## config.mk

```make
export PLATFORM = sky130hd
export DESIGN_NAME = iep_irq_enable_priority
export DESIGN_NICKNAME = d
export VERILOG_FILES = /design/src/iep_pkg.sv /design/src/iep_edge_detect.sv /design/src/iep_irq_enable_priority.sv /design/src/iep_prio_select.sv
export VERILOG_INCLUDE_DIRS = /design/src
export SDC_FILE = /design/constraint.sdc
export NUM_CORES = 1
export LEC_CHECK = 0
export BUFFER_PORTS_ARGS = -buffer_cell sky130_fd_sc_hd__buf_2
export CORE_ASPECT_RATIO = 1.25
export CORE_MARGIN = 5
export CORE_UTILIZATION = 45
export CTS_CLUSTER_DIAMETER = 50
export DETAILED_ROUTE_END_ITERATION = 10
export HOLD_SLACK_MARGIN = 0.12
export MAX_ROUTING_LAYER = met4
export SLEW_MARGIN = 20
export SYNTH_ARGS = -nofsm -noshare
export SYNTH_HDL_FRONTEND = slang
export SYNTH_SLANG_ARGS = --single-unit
```

## constraint.sdc

```tcl
create_clock -name clk -period 41.1 [get_ports clk]
set_input_delay 12.33 -clock clk [delete_from_list [all_inputs] [get_ports clk]]
set_output_delay 12.33 -clock clk [all_outputs]
set_load 0.01 [all_outputs]
```

## src/iep_defs.svh

```systemverilog
// Register offsets, field positions, write masks and reset values of the interrupt enable block
`ifndef IEP_DEFS_SVH
`define IEP_DEFS_SVH

// ----------------------------------------------------------------
// Register offsets (byte addresses on the register port)
// ----------------------------------------------------------------
`define IEP_OFS_GROUP0_REQ       12'hfc0
`define IEP_OFS_GROUP0_EN_HIGH   12'hfc1
`define IEP_OFS_GROUP0_EN_LOW    12'hfc2
`define IEP_OFS_PORTA_REQ        12'hfc3
`define IEP_OFS_PORTA_EN_HIGH    12'hfc4
`define IEP_OFS_PORTA_EN_LOW     12'hfc5
`define IEP_OFS_PORTC_REQ        12'hfc6
`define IEP_OFS_PORTC_EN_HIGH    12'hfc7
`define IEP_OFS_PORTC_EN_LOW     12'hfc8
`define IEP_OFS_PIN_EDGE_SELECT  12'hfcd
`define IEP_OFS_SHARED_SELECT    12'hfce
`define IEP_OFS_PORT_SELECT      12'hfd0
`define IEP_OFS_EVENT_STATUS     12'hfd1
`define IEP_OFS_EVENT_MASK       12'hfd2

// ----------------------------------------------------------------
// Field positions
// ----------------------------------------------------------------
`define IEP_BIT_TIMER_B          6
`define IEP_BIT_TIMER_A          5
`define IEP_BIT_CONVERTER        0
`define IEP_BIT_COMPARATOR_ROUTE 6
`define IEP_BIT_SHARED_PIN       6
`define IEP_EVT_GROUP0           0
`define IEP_EVT_PORTA            1
`define IEP_EVT_PORTC            2
`define IEP_EVT_UNSAFE_SWITCH    3

// ----------------------------------------------------------------
// Writable bits and reset values
// ----------------------------------------------------------------
`define IEP_MASK_GROUP0          8'h61
`define IEP_MASK_PORTA           8'hff
`define IEP_MASK_PORTC           8'h0f
`define IEP_MASK_SHARED          8'h40
`define IEP_MASK_EVENT           8'h0f
`define IEP_RESET_BYTE           8'h00
`define IEP_RESET_LINES          15'h0000

`endif

```

## src/iep_pkg.sv

```systemverilog
// Types shared by the interrupt enable and priority block
package iep_pkg;

	// Number of request lines: three group0, eight port A, four port C
	localparam int IEP_NLINES = 15;

	// Priority level of one line, from its high and low enable bits
	typedef enum logic [1:0] {
		IEP_LVL_OFF,
		IEP_LVL_1,
		IEP_LVL_2,
		IEP_LVL_3
	} iep_level_t;

	// Request handed to the processor core
	typedef struct packed {
		logic       valid;
		iep_level_t level;
		logic [4:0] index;
	} iep_cpu_req_t;

	// Register port request
	typedef struct packed {
		logic [11:0] addr;
		logic [7:0]  wdata;
		logic        wr;
		logic        rd;
	} iep_reg_req_t;

endpackage : iep_pkg

```

## src/iep_edge_detect.sv

```systemverilog
// Edge detector with per-bit polarity select for pin requests
`timescale 1ns/1ps
`default_nettype none
`include "iep_defs.svh"

module iep_edge_detect
	import iep_pkg::*;
(
	// Clock and reset
	input  wire logic       clk,
	input  wire logic       rstn,
	// Levels and polarity
	input  wire logic [7:0] level,
	input  wire logic [7:0] riseSel,
	// One-cycle request pulses
	output logic      [7:0] pulse
);

	logic [7:0] prev_ff;

	// Previous level, cleared by reset
	always_ff @(posedge clk) begin
		if (!rstn) begin
			prev_ff <= `IEP_RESET_BYTE;
		end else begin
			prev_ff <= level;
		end
	end

	// RULE5 polarity per pin
	assign pulse = (riseSel & level & ~prev_ff) | (~riseSel & ~level & prev_ff);

endmodule : iep_edge_detect
`default_nettype wire

```

## src/iep_irq_enable_priority.sv

```systemverilog
// Interrupt enable, priority, edge and shared-source selection with request latches
`timescale 1ns/1ps
`default_nettype none
`include "iep_defs.svh"

// Notes on behaviour
// RULE1 - Enable pair codes off, level 1, 2, 3
// RULE2 - Group0 pair: timer B, timer A, converter
// RULE3 - Port A pair: one bit per pin
// RULE4 - Port C pair: pins 3..0, upper reserved
// RULE5 - Edge bit: 0 falling, 1 rising
// RULE6 - Pin source is port A or D
// RULE7 - Route bit picks pin 6 or comparator
// RULE8 - Source switch may itself latch a request
// RULE9 - Software disables shared line before switching
// RULE10 - Reset clears every enable and select register
// RULE11 - Request bit holds until acknowledge or cleared
// RULE12 - Higher level wins, fixed order within level
// RULE13 - Source requests are one-cycle pulses

module iep_irq_enable_priority
	import iep_pkg::*;
(
	// Clock and reset
	input  wire logic       clk,
	input  wire logic       rstn,
	// Register port
	input  wire logic [11:0] regAddr,
	input  wire logic [7:0]  regWdata,
	input  wire logic        regWr,
	input  wire logic        regRd,
	output logic      [7:0]  regRdata,
	// Request sources
	input  wire logic        timerAPulse,
	input  wire logic        timerBPulse,
	input  wire logic        converterPulse,
	input  wire logic [3:0]  portCPulse,
	input  wire logic [7:0]  portAPins,
	input  wire logic [7:0]  portDPins,
	input  wire logic        comparatorOut,
	// Processor core side
	output logic             cpuReqValid,
	output logic      [1:0]  cpuReqLevel,
	output logic      [4:0]  cpuReqIndex,
	input  wire logic        cpuAck,
	// Block interrupt
	output logic             irqOut
);

	// ----------------------------------------------------------------
	// Register bus decode
	// ----------------------------------------------------------------
	iep_reg_req_t regReq;
	assign regReq = '{addr: regAddr, wdata: regWdata, wr: regWr, rd: regRd};

	// Write strobe for one offset
	function automatic logic wr_hit(input iep_reg_req_t r, input logic [11:0] ofs);
		wr_hit = r.wr && (r.addr == ofs);
	endfunction : wr_hit

	wire wrG0Req   = wr_hit(regReq, `IEP_OFS_GROUP0_REQ);
	wire wrG0High  = wr_hit(regReq, `IEP_OFS_GROUP0_EN_HIGH);
	wire wrG0Low   = wr_hit(regReq, `IEP_OFS_GROUP0_EN_LOW);
	wire wrPaReq   = wr_hit(regReq, `IEP_OFS_PORTA_REQ);
	wire wrPaHigh  = wr_hit(regReq, `IEP_OFS_PORTA_EN_HIGH);
	wire wrPaLow   = wr_hit(regReq, `IEP_OFS_PORTA_EN_LOW);
	wire wrPcReq   = wr_hit(regReq, `IEP_OFS_PORTC_REQ);
	wire wrPcHigh  = wr_hit(regReq, `IEP_OFS_PORTC_EN_HIGH);
	wire wrPcLow   = wr_hit(regReq, `IEP_OFS_PORTC_EN_LOW);
	wire wrEdge    = wr_hit(regReq, `IEP_OFS_PIN_EDGE_SELECT);
	wire wrShared  = wr_hit(regReq, `IEP_OFS_SHARED_SELECT);
	wire wrPortSel = wr_hit(regReq, `IEP_OFS_PORT_SELECT);
	wire wrStatus  = wr_hit(regReq, `IEP_OFS_EVENT_STATUS);
	wire wrMask    = wr_hit(regReq, `IEP_OFS_EVENT_MASK);

	// ----------------------------------------------------------------
	// Enable, select and mask registers
	// ----------------------------------------------------------------
	logic [7:0] group0EnableHigh_ff;
	logic [7:0] group0EnableLow_ff;
	logic [7:0] portaEnableHigh_ff;
	logic [7:0] portaEnableLow_ff;
	logic [7:0] portcEnableHigh_ff;
	logic [7:0] portcEnableLow_ff;
	logic [7:0] pinEdgeSelect_ff;
	logic [7:0] sharedSourceSelect_ff;
	logic [7:0] portSelect_ff;
	logic [7:0] eventMask_ff;

	// RULE2 group0 reserved bits stay zero
	wire [7:0] nxt_group0EnableHigh = wrG0High ? (regWdata & `IEP_MASK_GROUP0) : group0EnableHigh_ff;
	wire [7:0] nxt_group0EnableLow  = wrG0Low  ? (regWdata & `IEP_MASK_GROUP0) : group0EnableLow_ff;
	// RULE3 full port A byte
	wire [7:0] nxt_portaEnableHigh  = wrPaHigh ? (regWdata & `IEP_MASK_PORTA)  : portaEnableHigh_ff;
	wire [7:0] nxt_portaEnableLow   = wrPaLow  ? (regWdata & `IEP_MASK_PORTA)  : portaEnableLow_ff;
	// RULE4 port C low nibble only
	wire [7:0] nxt_portcEnableHigh  = wrPcHigh ? (regWdata & `IEP_MASK_PORTC)  : portcEnableHigh_ff;
	wire [7:0] nxt_portcEnableLow   = wrPcLow  ? (regWdata & `IEP_MASK_PORTC)  : portcEnableLow_ff;
	wire [7:0] nxt_pinEdgeSelect    = wrEdge   ? regWdata : pinEdgeSelect_ff;
	wire [7:0] nxt_sharedSource     = wrShared ? (regWdata & `IEP_MASK_SHARED) : sharedSourceSelect_ff;
	wire [7:0] nxt_portSelect       = wrPortSel ? regWdata : portSelect_ff;
	wire [7:0] nxt_eventMask        = wrMask   ? (regWdata & `IEP_MASK_EVENT)  : eventMask_ff;

	// RULE10 reset clears all settings
	always_ff @(posedge clk) begin
		if (!rstn) begin
			group0EnableHigh_ff   <= `IEP_RESET_BYTE;
			group0EnableLow_ff    <= `IEP_RESET_BYTE;
			portaEnableHigh_ff    <= `IEP_RESET_BYTE;
			portaEnableLow_ff     <= `IEP_RESET_BYTE;
			portcEnableHigh_ff    <= `IEP_RESET_BYTE;
			portcEnableLow_ff     <= `IEP_RESET_BYTE;
			pinEdgeSelect_ff      <= `IEP_RESET_BYTE;
			sharedSourceSelect_ff <= `IEP_RESET_BYTE;
			portSelect_ff         <= `IEP_RESET_BYTE;
			eventMask_ff          <= `IEP_RESET_BYTE;
		end else begin
			group0EnableHigh_ff   <= nxt_group0EnableHigh;
			group0EnableLow_ff    <= nxt_group0EnableLow;
			portaEnableHigh_ff    <= nxt_portaEnableHigh;
			portaEnableLow_ff     <= nxt_portaEnableLow;
			portcEnableHigh_ff    <= nxt_portcEnableHigh;
			portcEnableLow_ff     <= nxt_portcEnableLow;
			pinEdgeSelect_ff      <= nxt_pinEdgeSelect;
			sharedSourceSelect_ff <= nxt_sharedSource;
			portSelect_ff         <= nxt_portSelect;
			eventMask_ff          <= nxt_eventMask;
		end
	end

	// ----------------------------------------------------------------
	// Pin source selection and edge detection
	// ----------------------------------------------------------------
	logic [7:0] pinLevel;
	logic [7:0] pinPulse;

	// RULE6 port A or port D per pin
	wire [7:0] portPinLevel = (portSelect_ff & portDPins) | (~portSelect_ff & portAPins);

	// RULE7 comparator replaces pin 6 when routed
	wire comparatorRoute = sharedSourceSelect_ff[`IEP_BIT_COMPARATOR_ROUTE];
	always_comb begin
		pinLevel = portPinLevel;
		pinLevel[`IEP_BIT_SHARED_PIN] = comparatorRoute ? comparatorOut : portPinLevel[`IEP_BIT_SHARED_PIN];
	end

	// RULE8 edge taken after the mux, so a switch can fire
	iep_edge_detect u_edge (
		.clk     (clk),
		.rstn    (rstn),
		.level   (pinLevel),
		.riseSel (pinEdgeSelect_ff),
		.pulse   (pinPulse)
	);

	// ----------------------------------------------------------------
	// Line vectors: index 0 converter, 1 timer A, 2 timer B,
	// 3..10 port A pins 0..7, 11..14 port C pins 0..3
	// ----------------------------------------------------------------
	// RULE13 every source arrives as a single-cycle pulse
	wire [IEP_NLINES-1:0] srcPulse = {portCPulse, pinPulse, timerBPulse, timerAPulse, converterPulse};

	// RULE1 pair bits gathered per line
	wire [IEP_NLINES-1:0] lineHigh = {portcEnableHigh_ff[3:0], portaEnableHigh_ff,
	                                  group0EnableHigh_ff[`IEP_BIT_TIMER_B],
	                                  group0EnableHigh_ff[`IEP_BIT_TIMER_A],
	                                  group0EnableHigh_ff[`IEP_BIT_CONVERTER]};
	wire [IEP_NLINES-1:0] lineLow  = {portcEnableLow_ff[3:0], portaEnableLow_ff,
	                                  group0EnableLow_ff[`IEP_BIT_TIMER_B],
	                                  group0EnableLow_ff[`IEP_BIT_TIMER_A],
	                                  group0EnableLow_ff[`IEP_BIT_CONVERTER]};

	// ----------------------------------------------------------------
	// Request latches
	// ----------------------------------------------------------------
	logic [IEP_NLINES-1:0] request_ff;
	iep_cpu_req_t          winner;
	iep_cpu_req_t          cpuReq_ff;

	// Software write image of the request registers
	wire [IEP_NLINES-1:0] reqWrMask = {{4{wrPcReq}}, {8{wrPaReq}}, {3{wrG0Req}}};
	wire [IEP_NLINES-1:0] reqWrData = {regWdata[3:0], regWdata,
	                                   regWdata[`IEP_BIT_TIMER_B], regWdata[`IEP_BIT_TIMER_A],
	                                   regWdata[`IEP_BIT_CONVERTER]};
	// Acknowledge clears the line that was offered
	wire [IEP_NLINES-1:0] ackClear  = (cpuAck && cpuReq_ff.valid) ?
	                                  (IEP_NLINES'(1) << cpuReq_ff.index) : '0;

	// RULE11 hold until ack or write; a new pulse wins over both
	wire [IEP_NLINES-1:0] nxt_request = (((request_ff & ~reqWrMask) | (reqWrData & reqWrMask)) & ~ackClear)
	                                    | srcPulse;

	always_ff @(posedge clk) begin
		if (!rstn) begin
			request_ff <= `IEP_RESET_LINES;
		end else begin
			request_ff <= nxt_request;
		end
	end

	// ----------------------------------------------------------------
	// Priority selection toward the processor core
	// ----------------------------------------------------------------
	// RULE12 level first, then lower index
	iep_prio_select u_prio (
		.pending (request_ff),
		.enHigh  (lineHigh),
		.enLow   (lineLow),
		.winner  (winner)
	);

	// Registered offer; cleared line drops out two cycles after ack, one stale cycle in between
	always_ff @(posedge clk) begin
		if (!rstn) begin
			cpuReq_ff <= '0;
		end else begin
			cpuReq_ff <= winner;
		end
	end

	assign cpuReqValid = cpuReq_ff.valid;
	assign cpuReqLevel = cpuReq_ff.level;
	assign cpuReqIndex = cpuReq_ff.index;

	// ----------------------------------------------------------------
	// Block event status and interrupt
	// ----------------------------------------------------------------
	logic [7:0] eventStatus_ff;

	// RULE9 a source switch with the shared line enabled is flagged
	wire sharedLineOn  = portaEnableHigh_ff[`IEP_BIT_SHARED_PIN] | portaEnableLow_ff[`IEP_BIT_SHARED_PIN];
	wire unsafeSwitch  = wrShared && sharedLineOn &&
	                     (nxt_sharedSource[`IEP_BIT_COMPARATOR_ROUTE] != comparatorRoute);

	// Events per group, one cycle each
	wire [7:0] eventSet = {4'h0, unsafeSwitch, |srcPulse[14:11], |srcPulse[10:3], |srcPulse[2:0]};

	// Write one to clear; a same-cycle event keeps its bit
	wire [7:0] nxt_eventStatus = ((eventStatus_ff & ~(wrStatus ? regWdata : 8'h00)) | eventSet)
	                             & `IEP_MASK_EVENT;

	always_ff @(posedge clk) begin
		if (!rstn) begin
			eventStatus_ff <= `IEP_RESET_BYTE;
		end else begin
			eventStatus_ff <= nxt_eventStatus;
		end
	end

	// Level output while any unmasked status bit stands
	assign irqOut = |(eventStatus_ff & eventMask_ff);

	// ----------------------------------------------------------------
	// Read data, one cycle after the strobe
	// ----------------------------------------------------------------
	logic [7:0] rdMux;

	// Group0 request image in register bit positions
	wire [7:0] group0ReqImage = {1'b0, request_ff[2], request_ff[1], 4'h0, request_ff[0]};

	always_comb begin
		unique case (regAddr)
			`IEP_OFS_GROUP0_REQ:      rdMux = group0ReqImage;
			`IEP_OFS_GROUP0_EN_HIGH:  rdMux = group0EnableHigh_ff;
			`IEP_OFS_GROUP0_EN_LOW:   rdMux = group0EnableLow_ff;
			`IEP_OFS_PORTA_REQ:       rdMux = request_ff[10:3];
			`IEP_OFS_PORTA_EN_HIGH:   rdMux = portaEnableHigh_ff;
			`IEP_OFS_PORTA_EN_LOW:    rdMux = portaEnableLow_ff;
			`IEP_OFS_PORTC_REQ:       rdMux = {4'h0, request_ff[14:11]};
			`IEP_OFS_PORTC_EN_HIGH:   rdMux = portcEnableHigh_ff;
			`IEP_OFS_PORTC_EN_LOW:    rdMux = portcEnableLow_ff;
			`IEP_OFS_PIN_EDGE_SELECT: rdMux = pinEdgeSelect_ff;
			`IEP_OFS_SHARED_SELECT:   rdMux = sharedSourceSelect_ff;
			`IEP_OFS_PORT_SELECT:     rdMux = portSelect_ff;
			`IEP_OFS_EVENT_STATUS:    rdMux = eventStatus_ff;
			`IEP_OFS_EVENT_MASK:      rdMux = eventMask_ff;
			default:                  rdMux = 8'h00; // Unmapped reads as zero
		endcase
	end

	// Data held only in the cycle after a read strobe
	always_ff @(posedge clk) begin
		if (!rstn) begin
			regRdata <= 8'h00;
		end else begin
			regRdata <= regRd ? rdMux : 8'h00;
		end
	end

endmodule : iep_irq_enable_priority
`default_nettype wire

```

## src/iep_prio_select.sv

```systemverilog
// Picks the highest-priority pending enabled request line
`timescale 1ns/1ps
`default_nettype none

module iep_prio_select
	import iep_pkg::*;
(
	// Pending requests and enable pairs
	input  wire logic [IEP_NLINES-1:0] pending,
	input  wire logic [IEP_NLINES-1:0] enHigh,
	input  wire logic [IEP_NLINES-1:0] enLow,
	// Winner
	output iep_cpu_req_t               winner
);

	// Level of one line from its enable pair
	function automatic iep_level_t line_level(input logic hi, input logic lo);
		line_level = iep_level_t'({hi, lo});
	endfunction : line_level

	// Walk from the last line to the first so a lower index wins a tie
	always_comb begin
		winner = '0;
		for (int i = IEP_NLINES - 1; i >= 0; i--) begin
			// RULE12 level then order
			if (pending[i] && line_level(enHigh[i], enLow[i]) != IEP_LVL_OFF &&
			    line_level(enHigh[i], enLow[i]) >= winner.level) begin
				winner.valid = 1'b1;
				winner.level = line_level(enHigh[i], enLow[i]);
				winner.index = 5'(i);
			end
		end
	end

endmodule : iep_prio_select
`default_nettype wire

```

==> run summary <==
The via density per instance is 5.96. The core region is 12,700 um2. In this run the static leakage power is 2.50 nW. The die area was 15,200 um2; the final routed wire length divided by cell count was 19.8 um. TritonCTS built the clock tree.

The count of cells in the finished layout, fillers not included, comes to 917. After routing, the total negative slack on setup checks comes to 0 ns. The worst-case IR drop observed on VDD is 0.0000197 V. The number of clock buffers inserted by TritonCTS is 9, and the H-tree depth is 3. The first routing iteration left 375 violations.

The global route total overflow was 0; the clock skew was 0.00714 ns. The clock root buffer master is clkbuf_16. The count of final max-slew check failures came out at 0. The final antenna-violating net count came out at 0. The tools report the net count reported at finish as 811. Growth of design area from synthesis to finish: 11.8%.

The most used flip-flop cell after synthesis is dfxtp_1. Clock-pin slew was measured on the worst setup and hold paths at 0.06 ns. Buffers plus inverters on the worst setup path: 1. The synthesized netlist occupies a cell area of 5790 um2. The tools report the count of filler cells inserted in the layout as 1,250.

At the worst endpoint, the required time is 41.35 ns. Detailed placement ended at an HPWL of 13.8 mm. The most frequent cell on the critical path is ha_1.

The worst setup path is of the reg -> reg kind. The share of the core filled with cells is 0.511, and the placement row count is 46. Startpoint class of the critical path: a register.

The post-synthesis cell count was 706; the number of cells upsized or downsized after cts was 0. The area after detailed placement is 6190 um2. The part of the Yosys area used for sequential elements was 0.322; the worst-path maximum fanout was 10.

The kind of cell with the highest combined delay along the critical path is simple AND/OR/NAND/NOR gates. Synthesis inferred 93 register bits. The logs give 28.9 mm for the first-pass GRT wire length and 0.492 for the relative slew slack.

The run finished with clean final reports. Across the run, the number of max-cap violations was 0. The antenna diode instance count was 0; the number of antenna violations at the first check in global routing was 0. For the final design area excluding fillers, the log shows 6470 um2.

At the end of routability-driven placement, the weighted congestion stood at 0.911. Dividing total power by cell area gives a power density of 29.0 nW/um2. Measured along the x axis, the die boundary spans 111 um. Across all layers, the routed design uses 5,464 vias. Initial core utilization: 0.457. The run gives 5,571 as the via count of the first global-routing pass.

The slowest stage cell on the critical path was nor3b_2. After detailed routing, the total wire length is 18.1 mm. Synthesis instantiated 74 different standard cells from the library. Setup repair after global routing left no endpoint under its margin. The tools report the post-detailed-route DRC marker count as 0.

The number of synthesized flops with an enable pin is 0, and the die span in y is 137 um. STA classifies the critical path endpoint as a register. Setup violations remaining at the end of the flow were counted as 0. The buffer levels on the longest clock path is 2, and the total of hold buffers inserted after clock tree synthesis is 0.

In this run the mean area of a mapped cell was 8.20 um2. Once the clock tree was built, the setup fixing pass inserted 0 buffers. Total count of hold-check failures in the final report: 0. The period utilization was 0.445. The fraction of synthesis flops using an asynchronous set or reset pin came out at 0. The number of iterations in the first detailed-routing pass is 7, and the clock latency reported for the late side of the worst-skew pair is 0.34 ns. For this design, the sink count on the clock tree is 93.

For the pin with the worst max-slew slack, the measured transition is 0.762 ns. The tools report the number of ports placed on the die boundary as 66. The run gives 18.55 ns as the data arrival time of the critical path.

The class of the most critical hold timing path was reg -> reg. For this run, the number of Yosys warnings is 0. The total of buffers placed on input and output ports was 64; the maximum frequency from static timing analysis was 0.0546 GHz. The shortest clock period the worst path allows after layout is 18.30 ns, and the maximum single-stage delay on the critical path is 0.61 ns. When the netlist entered floorplanning its net count stood at 771. For the all-layer global routing usage, the log shows 0.244. Including well taps, the total number of placed cells is 903.

The maximum number of pins on one net before global-route repair was 86; the share of post-route cells with drive strength above 1 was 0.132.
-- worst register-to-register path: cells and delay by family, from the launching register on --
kind | cells | cell delay, ns
and+or+nand+nor | 45 | 7.47
AOI/OAI and AO/OA | 30 | 5.91
adders and majority gates | 14 | 3.65
muxes | 2 | 0.73
DFF | 1 | 0.39
buffers and inverters | 1 | 0.07
-- synthesized netlist by cell type, types with 3 or more instances --
cell type | count | area [um2]
a211oi_1 | 4 | 30.0
mux2i_1 | 51 | 510
and3b_1 | 8 | 70.1
or2_2 | 3 | 18.8
a22o_1 | 6 | 52.6
nand4b_1 | 3 | 26.3
nor4_1 | 7 | 43.8
a22oi_1 | 6 | 45.0
nor3b_1 | 9 | 67.6
a221oi_1 | 4 | 35.0
nand3_1 | 25 | 125
a21boi_0 | 31 | 233
nand4_1 | 6 | 37.5
nor3_1 | 8 | 40.0
o22ai_1 | 6 | 37.5
ha_1 | 16 | 200
a211o_1 | 3 | 26.3
o21a_1 | 11 | 82.6
nand2_1 | 119 | 447
o31a_1 | 8 | 70.1
clkbuf_1 | 33 | 124
o211ai_1 | 3 | 22.5
inv_1 | 26 | 97.6
dfxtp_1 | 93 | 1860
o21ai_0 | 15 | 75.1
mux4_2 | 5 | 113
nor2_1 | 27 | 101
o41a_1 | 3 | 33.8
nor2b_1 | 41 | 257
and3_1 | 9 | 56.3
a31oi_1 | 14 | 87.6
nand2b_1 | 14 | 87.6
a21oi_1 | 32 | 160
and2_1 | 5 | 31.3
-- through the flow --
stage	setup slack (ns)	power [mW]	hold slack [ns]
floorplan	25.32	0.103	0.451
global placement	23.67	0.108	0.479
detailed placement	22.92	0.109	0.489
CTS	22.88	0.190	0.496
global route	21.10	0.194	0.523
finish	22.80	0.188	0.495
-- area by class of cell --
class	count	area, um2	area share
repair buffers	66	335	0.0518
flip-flops and latches	93	1860	0.288
clock inverters	2	35.0	0.00542
clock buffers	12	246	0.0381
inverters	26	97.6	0.0151
multi-input cells	550	3680	0.569
well taps	168	210	0.0325
-- sequential cells by signal, summed over array words and instances, names as in the netlist, 3 cells and up --
name,flops
group0EnableLow_ff,3
portaEnableHigh_ff,8
portcEnableHigh_ff,4
cpuReqIndex,4
group0EnableHigh_ff,3
eventStatus_ff,4
pinEdgeSelect_ff,8
portaEnableLow_ff,8
portSelect_ff,8
request_ff,15
eventMask_ff,4
portcEnableLow_ff,4
u_edge.prev_ff,8
regRdata,8
-- layer usage --
| layer | track usage | wire [um] | vias up |
|---|---|---|---|
| met1 | 0.294 | 7600 | 2587 |
| met4 | 0.103 | 643 | 0 |
| li1 | - | - | 2640 |
| met3 | 0.0252 | 930 | 42 |
| met2 | 0.420 | 8950 | 195 |
| met5 | - | 0 | - |
-- worst paths after layout --
| check | startpoint | endpoint | slack [ns] | cells past startpoint |
|---|---|---|---|---|
| worst max-delay path | request_ff[14]$_SDFF_PN0_ | cpuReqIndex[3]$_SDFF_PP0_ | 22.80 | 92 |
| worst min-delay path | pinEdgeSelect_ff[7]$_SDFFE_PN0P_ | pinEdgeSelect_ff[7]$_SDFFE_PN0P_ | 0.49 | 2 |
| worst max register to register | request_ff[14]$_SDFF_PN0_ | cpuReqIndex[3]$_SDFF_PP0_ | 22.80 | 92 |
| worst min register to register | pinEdgeSelect_ff[7]$_SDFFE_PN0P_ | pinEdgeSelect_ff[7]$_SDFFE_PN0P_ | 0.49 | 2 |
-- cell usage in the layout (no fill, tap or decap), types with 7 or more instances in the layout --
cell type,netlist,final
nand2_1,119,119
dfxtp_1,93,93
buf_2,2,64
mux2i_1,51,51
nor2b_1,41,41
a21oi_1,32,32
a21boi_0,31,31
nor2_1,27,27
inv_1,26,26
nand3_1,25,25
ha_1,16,16
o21ai_0,15,15
nand2b_1,14,14
a31oi_1,14,14
o21a_1,11,11
and3_1,9,9
nor3b_1,9,9
clkbuf_16,0,9
nor3_1,8,8
and3b_1,8,8
o31a_1,8,8
nor4_1,7,7
-- power breakdown --
group	total [mW]	switching (mW)	internal, mW
registers	0.0935	0.00186	0.0917
clock network	0.0810	0.0329	0.0481
logic	0.0133	0.00768	0.00567
-- cells by family (layout without fill, tap and decap cells) --
| family | count (synthesis) | after routing | share of synthesized area |
|---|---|---|---|
| muxes | 57 | 57 | 0.110 |
| adders and majority gates | 17 | 17 | 0.0363 |
| DFF | 93 | 93 | 0.322 |
| xor gates and xnor gates | 2 | 2 | 0.00303 |
| AOI/OAI and AO/OA | 175 | 175 | 0.220 |
| other | 1 | 1 | 0.000648 |
| and+or+nand+nor | 298 | 298 | 0.267 |
| buffers and inverters | 63 | 106 | 0.0419 |
(Power assumes the default switching activity.)
